`src/logic/jtr_pkg.sv`:
```
// Function
// - Low test reset holds controller in reset.
// - Reset entry loads bypass instruction.
// - In reset, test logic off, device normal.
// - Leave reset only via tms after release.
// - Test reset acts asynchronously, no tck needed.
// - Five tms-high tck edges force reset.
`default_nettype none
package jtr_pkg;

	// ==========================================================
	// Controller states and instruction encoding
	// ==========================================================
	typedef enum logic [3:0]
	{
		TestLogicReset, RunTestIdle, SelectDr, CaptureDr, ShiftDr,
		Exit1Dr, PauseDr, Exit2Dr, UpdateDr, SelectIr, CaptureIr,
		ShiftIr, Exit1Ir, PauseIr, Exit2Ir, UpdateIr
	} jtr_state_t;

	localparam int IR_WIDTH = 4;
	localparam logic [IR_WIDTH-1:0] IR_BYPASS = 4'hf;
	localparam logic [IR_WIDTH-1:0] IR_CAPTURE = 4'h1;
	localparam int SYNC_STAGES = 2;

	// Pin levels assumed while the synchronisers are in reset. The
	// edge detector starts from the same test clock level, so no
	// false edge follows reset.
	localparam logic TCK_IDLE = 1'b0;
	localparam logic TMS_IDLE = 1'b1;
	localparam logic TDI_IDLE = 1'b1;

	// Status bundle presented to the surrounding device.
	typedef struct packed
	{
		logic [IR_WIDTH-1:0] instr;
		logic [3:0]          state;
		logic                testEnable;
	} jtr_status_t;

endpackage
`default_nettype wire

```
`src/logic/jtr_tap_ctrl.sv`:
```
`timescale 1ns/1ps
`default_nettype none
module jtr_tap_ctrl
(
	input  wire logic               clk,
	input  wire logic               rstn,
	input  wire logic               tck,
	input  wire logic               tms,
	input  wire logic               tdi,
	input  wire logic               testResetN,
	output var  logic               tdo,
	output var  logic               tdoEn,
	output var  logic               testEnable,
	output var  jtr_pkg::jtr_status_t status
);

	// ==========================================================
	// Pin synchronisers
	// ==========================================================
	logic tckSync;
	logic tmsSync;
	logic tdiSync;
	logic tckPrev;

	jtr_pin_sync
	#(
		.RESET_VAL (jtr_pkg::TCK_IDLE)
	)
	uTck
	(
		.clk      (clk),
		.rstn     (rstn),
		.pinIn    (tck),
		.pinSync  (tckSync)
	);

	jtr_pin_sync
	#(
		.RESET_VAL (jtr_pkg::TMS_IDLE)
	)
	uTms
	(
		.clk      (clk),
		.rstn     (rstn),
		.pinIn    (tms),
		.pinSync  (tmsSync)
	);

	jtr_pin_sync
	#(
		.RESET_VAL (jtr_pkg::TDI_IDLE)
	)
	uTdi
	(
		.clk      (clk),
		.rstn     (rstn),
		.pinIn    (tdi),
		.pinSync  (tdiSync)
	);

	// The test reset acts with no clock at all, so it is combined
	// straight into the asynchronous reset; the release is then
	// synchronised so no flop leaves reset on a ragged edge.
	logic trRaw;
	logic trMeta;
	logic trRel;
	assign trRaw = rstn & testResetN;

	// Release synchroniser for the combined reset.
	always_ff @(posedge clk or negedge trRaw)
	begin
		if (!trRaw)
		begin
			trMeta <= 1'b0;
			trRel  <= 1'b0;
		end
		else
		begin
			trMeta <= 1'b1;
			trRel  <= trMeta;
		end
	end

	// A test reset also clears the controller at once, independently
	// of the release stage, so reset is never missed.
	logic tapRstn;
	assign tapRstn = trRel & testResetN;

	// ==========================================================
	// Edge detect of the sampled test clock
	// ==========================================================
	always_ff @(posedge clk or negedge rstn)
	begin
		if (!rstn)
			tckPrev <= jtr_pkg::TCK_IDLE;
		else
			tckPrev <= tckSync;
	end

	logic tckRise;
	logic tckFall;
	assign tckRise = tckSync & ~tckPrev;
	assign tckFall = ~tckSync & tckPrev;

	// ==========================================================
	// Controller state machine
	// ==========================================================
	jtr_pkg::jtr_state_t state;
	jtr_pkg::jtr_state_t next_state;

	// Next state from tms; five tms-high edges reach reset from
	// anywhere because each high step moves closer to it.
	always_comb
	begin
		next_state = state;
		unique case (state)
			jtr_pkg::TestLogicReset:
				next_state = tmsSync ? jtr_pkg::TestLogicReset
				                     : jtr_pkg::RunTestIdle;
			jtr_pkg::RunTestIdle:
				next_state = tmsSync ? jtr_pkg::SelectDr
				                     : jtr_pkg::RunTestIdle;
			jtr_pkg::SelectDr:
				next_state = tmsSync ? jtr_pkg::SelectIr
				                     : jtr_pkg::CaptureDr;
			jtr_pkg::CaptureDr:
				next_state = tmsSync ? jtr_pkg::Exit1Dr
				                     : jtr_pkg::ShiftDr;
			jtr_pkg::ShiftDr:
				next_state = tmsSync ? jtr_pkg::Exit1Dr
				                     : jtr_pkg::ShiftDr;
			jtr_pkg::Exit1Dr:
				next_state = tmsSync ? jtr_pkg::UpdateDr
				                     : jtr_pkg::PauseDr;
			jtr_pkg::PauseDr:
				next_state = tmsSync ? jtr_pkg::Exit2Dr
				                     : jtr_pkg::PauseDr;
			jtr_pkg::Exit2Dr:
				next_state = tmsSync ? jtr_pkg::UpdateDr
				                     : jtr_pkg::ShiftDr;
			jtr_pkg::UpdateDr:
				next_state = tmsSync ? jtr_pkg::SelectDr
				                     : jtr_pkg::RunTestIdle;
			jtr_pkg::SelectIr:
				next_state = tmsSync ? jtr_pkg::TestLogicReset
				                     : jtr_pkg::CaptureIr;
			jtr_pkg::CaptureIr:
				next_state = tmsSync ? jtr_pkg::Exit1Ir
				                     : jtr_pkg::ShiftIr;
			jtr_pkg::ShiftIr:
				next_state = tmsSync ? jtr_pkg::Exit1Ir
				                     : jtr_pkg::ShiftIr;
			jtr_pkg::Exit1Ir:
				next_state = tmsSync ? jtr_pkg::UpdateIr
				                     : jtr_pkg::PauseIr;
			jtr_pkg::PauseIr:
				next_state = tmsSync ? jtr_pkg::Exit2Ir
				                     : jtr_pkg::PauseIr;
			jtr_pkg::Exit2Ir:
				next_state = tmsSync ? jtr_pkg::UpdateIr
				                     : jtr_pkg::ShiftIr;
			jtr_pkg::UpdateIr:
				next_state = tmsSync ? jtr_pkg::SelectDr
				                     : jtr_pkg::RunTestIdle;
		endcase
	end

	// State advances on sampled rising tck; reset is asynchronous.
	always_ff @(posedge clk or negedge tapRstn)
	begin
		if (!tapRstn)
			state <= jtr_pkg::TestLogicReset;
		else if (tckRise)
			state <= next_state;
	end

	// ==========================================================
	// Instruction and bypass registers
	// ==========================================================
	logic [jtr_pkg::IR_WIDTH-1:0] irShift;
	logic [jtr_pkg::IR_WIDTH-1:0] instr;
	logic                         bypassBit;

	logic inReset;
	assign inReset = (state == jtr_pkg::TestLogicReset);

	// Shift stage; capture loads the fixed pattern.
	always_ff @(posedge clk or negedge tapRstn)
	begin
		if (!tapRstn)
			irShift <= jtr_pkg::IR_BYPASS;
		else if (tckRise && state == jtr_pkg::CaptureIr)
			irShift <= jtr_pkg::IR_CAPTURE;
		else if (tckRise && state == jtr_pkg::ShiftIr)
			irShift <= {tdiSync, irShift[jtr_pkg::IR_WIDTH-1:1]};
	end

	// Output latches update on the falling edge in Update-IR and are
	// forced to bypass whenever the controller sits in reset, so a
	// synchronous reset through tms also clears the instruction.
	always_ff @(posedge clk or negedge tapRstn)
	begin
		if (!tapRstn)
			instr <= jtr_pkg::IR_BYPASS;
		else if (inReset)
			instr <= jtr_pkg::IR_BYPASS;
		else if (tckFall && state == jtr_pkg::UpdateIr)
			instr <= irShift;
	end

	// Single-bit bypass path.
	always_ff @(posedge clk or negedge tapRstn)
	begin
		if (!tapRstn)
			bypassBit <= 1'b0;
		else if (tckRise && state == jtr_pkg::ShiftDr)
			bypassBit <= tdiSync;
	end

	// ==========================================================
	// Serial output, driven on falling tck while shifting
	// ==========================================================
	logic shifting;
	assign shifting = (state == jtr_pkg::ShiftIr)
	                | (state == jtr_pkg::ShiftDr);

	always_ff @(posedge clk or negedge tapRstn)
	begin
		if (!tapRstn)
		begin
			tdo   <= 1'b0;
			tdoEn <= 1'b0;
		end
		else if (tckFall)
		begin
			tdo   <= (state == jtr_pkg::ShiftIr) ? irShift[0] : bypassBit;
			tdoEn <= shifting;
		end
	end

	// ==========================================================
	// Status towards the device core
	// ==========================================================
	// Test logic stays off in reset so the core runs unaffected.
	always_ff @(posedge clk or negedge tapRstn)
	begin
		if (!tapRstn)
		begin
			testEnable <= 1'b0;
			status     <= '0;
		end
		else
		begin
			testEnable        <= ~inReset;
			status.instr      <= instr;
			status.state      <= state;
			status.testEnable <= ~inReset;
		end
	end

endmodule
`default_nettype wire

```
`src/logic/jtr_pin_sync.sv`:
```
`timescale 1ns/1ps
`default_nettype none
// Two-flop synchroniser; the first stage feeds only the second.
module jtr_pin_sync
#(
	parameter logic RESET_VAL = 1'b1
)
(
	input  wire logic clk,
	input  wire logic rstn,
	input  wire logic pinIn,
	output var  logic pinSync
);

	logic stage1;

	// ==========================================================
	// Sampling
	// ==========================================================
	// Reset value is a parameter so the reset branch stays constant;
	// it should match the pin's idle level to avoid a false edge.
	always_ff @(posedge clk or negedge rstn)
	begin
		if (!rstn)
		begin
			stage1  <= RESET_VAL;
			pinSync <= RESET_VAL;
		end
		else
		begin
			stage1  <= pinIn;
			pinSync <= stage1;
		end
	end

endmodule
`default_nettype wire

```
`config.mk`:
```
export PLATFORM = sky130hd
export DESIGN_NAME = jtr_tap_ctrl
export DESIGN_NICKNAME = d
export VERILOG_FILES = /design/src/logic/jtr_pkg.sv /design/src/logic/jtr_tap_ctrl.sv /design/src/logic/jtr_pin_sync.sv
export SDC_FILE = /design/constraint.sdc
export NUM_CORES = 1
export LEC_CHECK = 0
export ABC_AREA = 1
export CAP_MARGIN = 10
export CELL_PAD_IN_SITES_DETAIL_PLACEMENT = 0
export CELL_PAD_IN_SITES_GLOBAL_PLACEMENT = 1
export CORE_ASPECT_RATIO = 2
export CORE_MARGIN = 1
export CORE_UTILIZATION = 49
export DETAILED_ROUTE_END_ITERATION = 10
export DONT_BUFFER_PORTS = 1
export GPL_ROUTABILITY_DRIVEN = 0
export GPL_TIMING_DRIVEN = 0
export PLACE_DENSITY = 0.86
export SLEW_MARGIN = 20
export SYNTH_ARGS = -nofsm -noshare
export SYNTH_HDL_FRONTEND = slang
export SYNTH_SLANG_ARGS = --single-unit
export TNS_END_PERCENT = 5
```
`constraint.sdc`:
```
create_clock -name clk -period 1.3 [get_ports clk]
set_input_delay 0.26 -clock clk [delete_from_list [all_inputs] [get_ports clk]]
set_output_delay 0.26 -clock clk [all_outputs]
set_load 0.05 [all_outputs]
```
* After elaboration in Yosys (flattened, before gate mapping) *
Cells that the tools add are included.

storage, ports and cells
  bits in latches = 0
  logic and storage cells = 69
  memories = 0
  memory bits (read-only) = 0
  bits in registers = 33
  memory bits (writable) = 0

cells by class
  add/sub/neg operators = 0
  divide/modulo/power cells = 0
  $lt $le $gt $ge = 0
  equality and inequality tests = 15
  bitwise operators = 8
  shift-type cells = 0
  multipliers = 0
  muxes and demuxes = 18
  reduce and logical (&&, ||, !) cells = 10

operators with widths
  cell                                                              count
  4-bit one-hot mux with 12 select lines                            1
  4-bit == test (second input constant)                             8
  4-bit two-way mux                                                 8
  4-bit by 3-bit == test with 1-bit output (second input constant)  4
  4-bit by 2-bit == test with 1-bit output (second input constant)  2
  2-bit two-way mux                                                 3
  3-bit two-way mux                                                 2
  1-bit AND                                                         4
  4-bit by 1-bit == test with 1-bit output (second input constant)  1
  1-bit logical AND                                                 4
  4-bit logical NOT                                                 1
  1-bit two-way mux                                                 4
  2-bit nonzero test                                                2
  2-bit OR reduction                                                2
  1-bit NOT                                                         3
  3-bit OR reduction                                                1
  1-bit OR                                                          1

* Logic depth before layout (Yosys ltp) *
  word-level depth = 5
  depth in mapped cells = 10
  gate-level depth less buffers = 10

* Cells and area by module *
A second synthesis with hierarchy kept.

second synthesis, totals
  cells, all modules = 159
  area total of the unflattened synthesis = 1390.1 um^2

by module, submodules not included
  module                   times used  area an instance (um^2)  cells an instance  seq. area each (um^2)
  jtr_tap_ctrl             1           1234.9                   153                685.7
  jtr_pin_sync (uTdi ...)  2           52.6                     2                  52.6
  jtr_pin_sync (uTck)      1           50.0                     2                  50.0

* Worst setup path before layout *
OpenSTA, ideal clock, no wires.

  path kind = register to register
  from = register state[2]
  to = register state[0]
  stages on the path, launching flop included = 7
  slack = 0.089 ns
  data arrival time = 1.085 ns
  data required time = 1.174 ns
  period minus slack after synthesis = 1.211 ns
  path through = dfrtp_1 > nor2_1 > nand2_2 > inv_1 > nor2_1 > nand2_1 > nand3_1

between the ends
  longest elaborated chain between the ends = 3
  elaborated cells on any way between the ends = 20
  classes of those cells = eq/ne (15); mux (1); reduce/logical (4)

RTL lines
  item                                                                line                 text
  start: declaration                                                  jtr_tap_ctrl.sv:108  jtr_pkg::jtr_state_t state;
  start signal: assignment                                            jtr_tap_ctrl.sv:172  state <= jtr_pkg::TestLogicReset;
  start signal: assignment                                            jtr_tap_ctrl.sv:174  state <= next_state;
  4-bit == test (tied with other cells)                               jtr_tap_ctrl.sv:116  unique case (state)
  3-bit OR reduction (no line) or 2-bit OR reduction (tied branches)  -
  4-bit one-hot mux with 12 select lines *                            jtr_tap_ctrl.sv:116

Every way passes the cells marked *; elsewhere a longest branch is shown, timed or not.
A chain may end at the register's enable or synchronous reset.

* Worst setup path after layout *
  from = register status[0] (netlist name)
  to = output status[0] (netlist name)

RTL lines
  item                line                text
  start: declaration  jtr_tap_ctrl.sv:14  output var jtr_pkg::jtr_status_t status

No word-level cell between the ends.

==> results by group <==
Yosys
  – Library cells used by synthesis: 17
  – Syn nets: 163
  – Synth async-reset ratio: 100%
  – Number of synthesized flops with an enable pin: 0
  – Synth Warn #: 0
  – Mapped cell area: 0.00139 mm^2
  – Syn_area_per_cell: 8.85 um^2
  – Seq cells post-synth: 33
  – Synth Flop Type: dfrtp_1
  – Synth Instances: 157
  – Post-synthesis sequential area ratio: 60.5%

Die
  – Core area: 0.00274 mm^2
  – Site row count: 27
  – Die height: 77.3 um
  – Die area: 0.00306 mm^2
  – Starting density of the core: 50.8%
  – Ports: 18
  – Die width: 39.6 um

Global routing
  – Global-route wire length before repair: 4400 um
  – Gr usage total: 21.2%
  – Initial antenna violation count: 0
  – Gr ovfl total: 0
  – Largest net degree at the start of global routing: 25
  – Vias in the first global route: 1,037

Clocking
  – Clk sinks: 33
  – Total clock buffers created by CTS: 5
  – TritonCTS clock tree: built
  – Clock tree buffer depth: 2
  – Skew-Pair Late Insertion Delay: 0.29 ns
  – Root Buffer: clkbuf_8
  – Clock slew at reported path FFs: 0.07 ns
  – H-Tree Depth: 2

Timing
  – Endpoints failing hold: 0
  – Max-slew violations: 0
  – Tcrit/Tclk final: 97.5%
  – RSZ-0062 raised after global routing: yes
  – Fin crit period: 1.27 ns
  – Slew headroom: 44.4%
  – Final count of negative-setup-slack endpoints: 0
  – F_max: 789 MHz
  – Worst slew pin tran: 0.834 ns
  – Clock Skew: 0.00452 ns

Setup path
  – Largest stage delay, worst path: 0.53 ns
  – Critical-path top delay cell: dfrtp_2
  – Crit end category: output pin
  – Stages on worst setup path: 1
  – Worst Path Max Fanout: 2
  – Buf/Inv on CP: 1
  – CP Launch Type: flop
  – Crit path DAT: 1.01 ns
  – CP Data Required Time: 1.04 ns
  – Crit Path Class: reg2out
  – Critical Path, Cell by Cell: buf_8
  – Path depth of the worst reg2reg path: 5
  – CP top delay family: flip-flops

Routing
  – Vias: 1,057
  – DRC: 0
  – DR WL/cell: 13.1 um
  – Post-detailed-route count of antenna-violating nets: 0
  – Iteration-0 DRC count of the detailed router: 30
  – Vias per std cell: 5.23
  – DRT Wirelength: 2660 um
  – DRT Pass-1 Iters: 4

Outcome
  – Status: completed

Finish
  – Non-Filler Instances: 202
  – Final std cell area, no fill: 0.00168 mm^2
  – N_diodes: 0
  – Layout area overhead: 20.7%
  – Share of cells above drive strength 1: 28.3%
  – NumNets Final: 178

Job
  – Maxcap violations: 0

Placement
  – Inst Count DP: 186
  – Area of placed instances: 0.00143 mm^2
  – PortBufs: 0
  – DP HPWL: 1900 um

Pwr
  – Pwr/cell area: 2740 mW/mm^2
  – Maximum vdd drop: 0.00120 V
  – Leak Pwr: 0.811 nW

Hold path
  – Hold crit path type: in2async
-- synth_stat cells, types with 2 or more instances --
cell type / n / area [um^2]
a21oi_1: 3 / 15.0
a31oi_1: 3 / 18.8
buf_4: 2 / 15.0
dfrtp_1: 21 / 526
dfstp_2: 12 / 315
inv_1: 18 / 67.6
nand2_1: 51 / 191
nand3_1: 13 / 65.1
nor2_1: 16 / 60.1
nor2_4: 2 / 22.5
o211ai_1: 2 / 15.0
o21ai_0: 9 / 45.0
-- where the power goes --
group / internal [mW] / switching [mW]
logic: 0.517 / 0.882
registers: 1.46 / 0.795
clock network: 0.573 / 0.376
total: 2.55 / 2.05
-- worst paths after layout --
| kind | startpoint | endpoint | slack, ns |
|---|---|---|---|
| min reg2reg | uTms.stage1 | uTms.pinSync | 0.36 |
| min in group clk | uTms.stage1 | uTms.pinSync | 0.36 |
| max in group asynchronous | trRel | state[1] | 0.29 |
| min | testResetN | tdo | 0.06 |
| max reg2reg | state[3] | bypassBit | 0.04 |
| max | status[0] | status[0] | 0.03 |
-- metrics by stage --
step	setup slack [ns]	hold slack (ns)	power, mW	util, %	TNS, ns
floorplan	0.0885	-0.0356	3.11	-	0
global placement	-0.153	-0.0354	3.36	52.1	-0.447
detailed placement	-0.159	-0.0354	3.40	52.1	-0.637
CTS	-0.0469	0.0922	4.41	58.8	-0.137
global route	-0.0496	0.148	4.92	61.3	-0.203
finish	0.0321	0.0619	4.60	61.3	0
-- layer usage --
metal / wire length, um / global-route usage, % / vias to the layer above
met5: 0 / 0 / -
met1: 1030 / 19.4 / 499
met3: 75 / 6.94 / 8
met2: 1450 / 35.6 / 23
li1: - / - / 527
met4: 92 / 14.5 / 0
-- repair_timing --
| item | CTS | global route |
|---|---|---|
| gates cloned | 0 | 0 |
| setup buffers | 0 | 3 |
| hold buffers | 5 | 0 |
| pin swaps | 0 | 1 |
| hold endpoints to repair | 12 | 0 |
| gates resized for setup | 8 | 20 |
| endpoints found under the setup margin | 11 | 14 |
-- cell usage in the layout, fill, tap and decap left out, drive strengths merged --
master / synthesis / final
nor3: 1 / 1
inv: 18 / 18
buf: 2 / 5
dfrtp: 21 / 21
nand2: 52 / 52
clkinv: 0 / 1
clkbuf: 0 / 5
clkinvlp: 0 / 1
a21oi: 3 / 3
dfstp: 12 / 12
nand4: 1 / 1
o21ai: 9 / 9
o211ai: 2 / 2
a31oi: 3 / 3
dlygate4sd3: 0 / 5
nand3: 13 / 13
bufinv: 0 / 1
nor2: 18 / 18
mux2: 1 / 1
conb: 1 / 1
-- kinds of logic (layout without fill, tap and decap cells) --
kind of cell | Yosys count | in the layout | share of synthesized area, %
AOI/OAI and AO/OA | 17 | 17 | 6.76
buffers and inverters | 20 | 36 | 5.95
DFF | 33 | 33 | 60.5
muxes | 1 | 1 | 0.811
other | 1 | 1 | 0.270
and+or+nand+nor | 85 | 85 | 25.7
-- sequential cells by signal (all words and copies together) (netlist names), 4 cells and up --
| signal | flops |
|---|---|
| irShift | 4 |
| status | 9 |
| state | 4 |
| instr | 4 |
-- area by class of cell --
class	instances	area [um^2]
Tap cell	29	36.3
Inverter	18	67.6
Buffer	2	26.3
Sequential cell	33	846
Clock buffer	5	68.8
Fill cell	223	1060
Timing Repair Buffer	8	72.6
Multi-Input combinational cell	104	513
Clock inverter	3	46.3
Note: power is estimated with default switching activity, not from simulation.
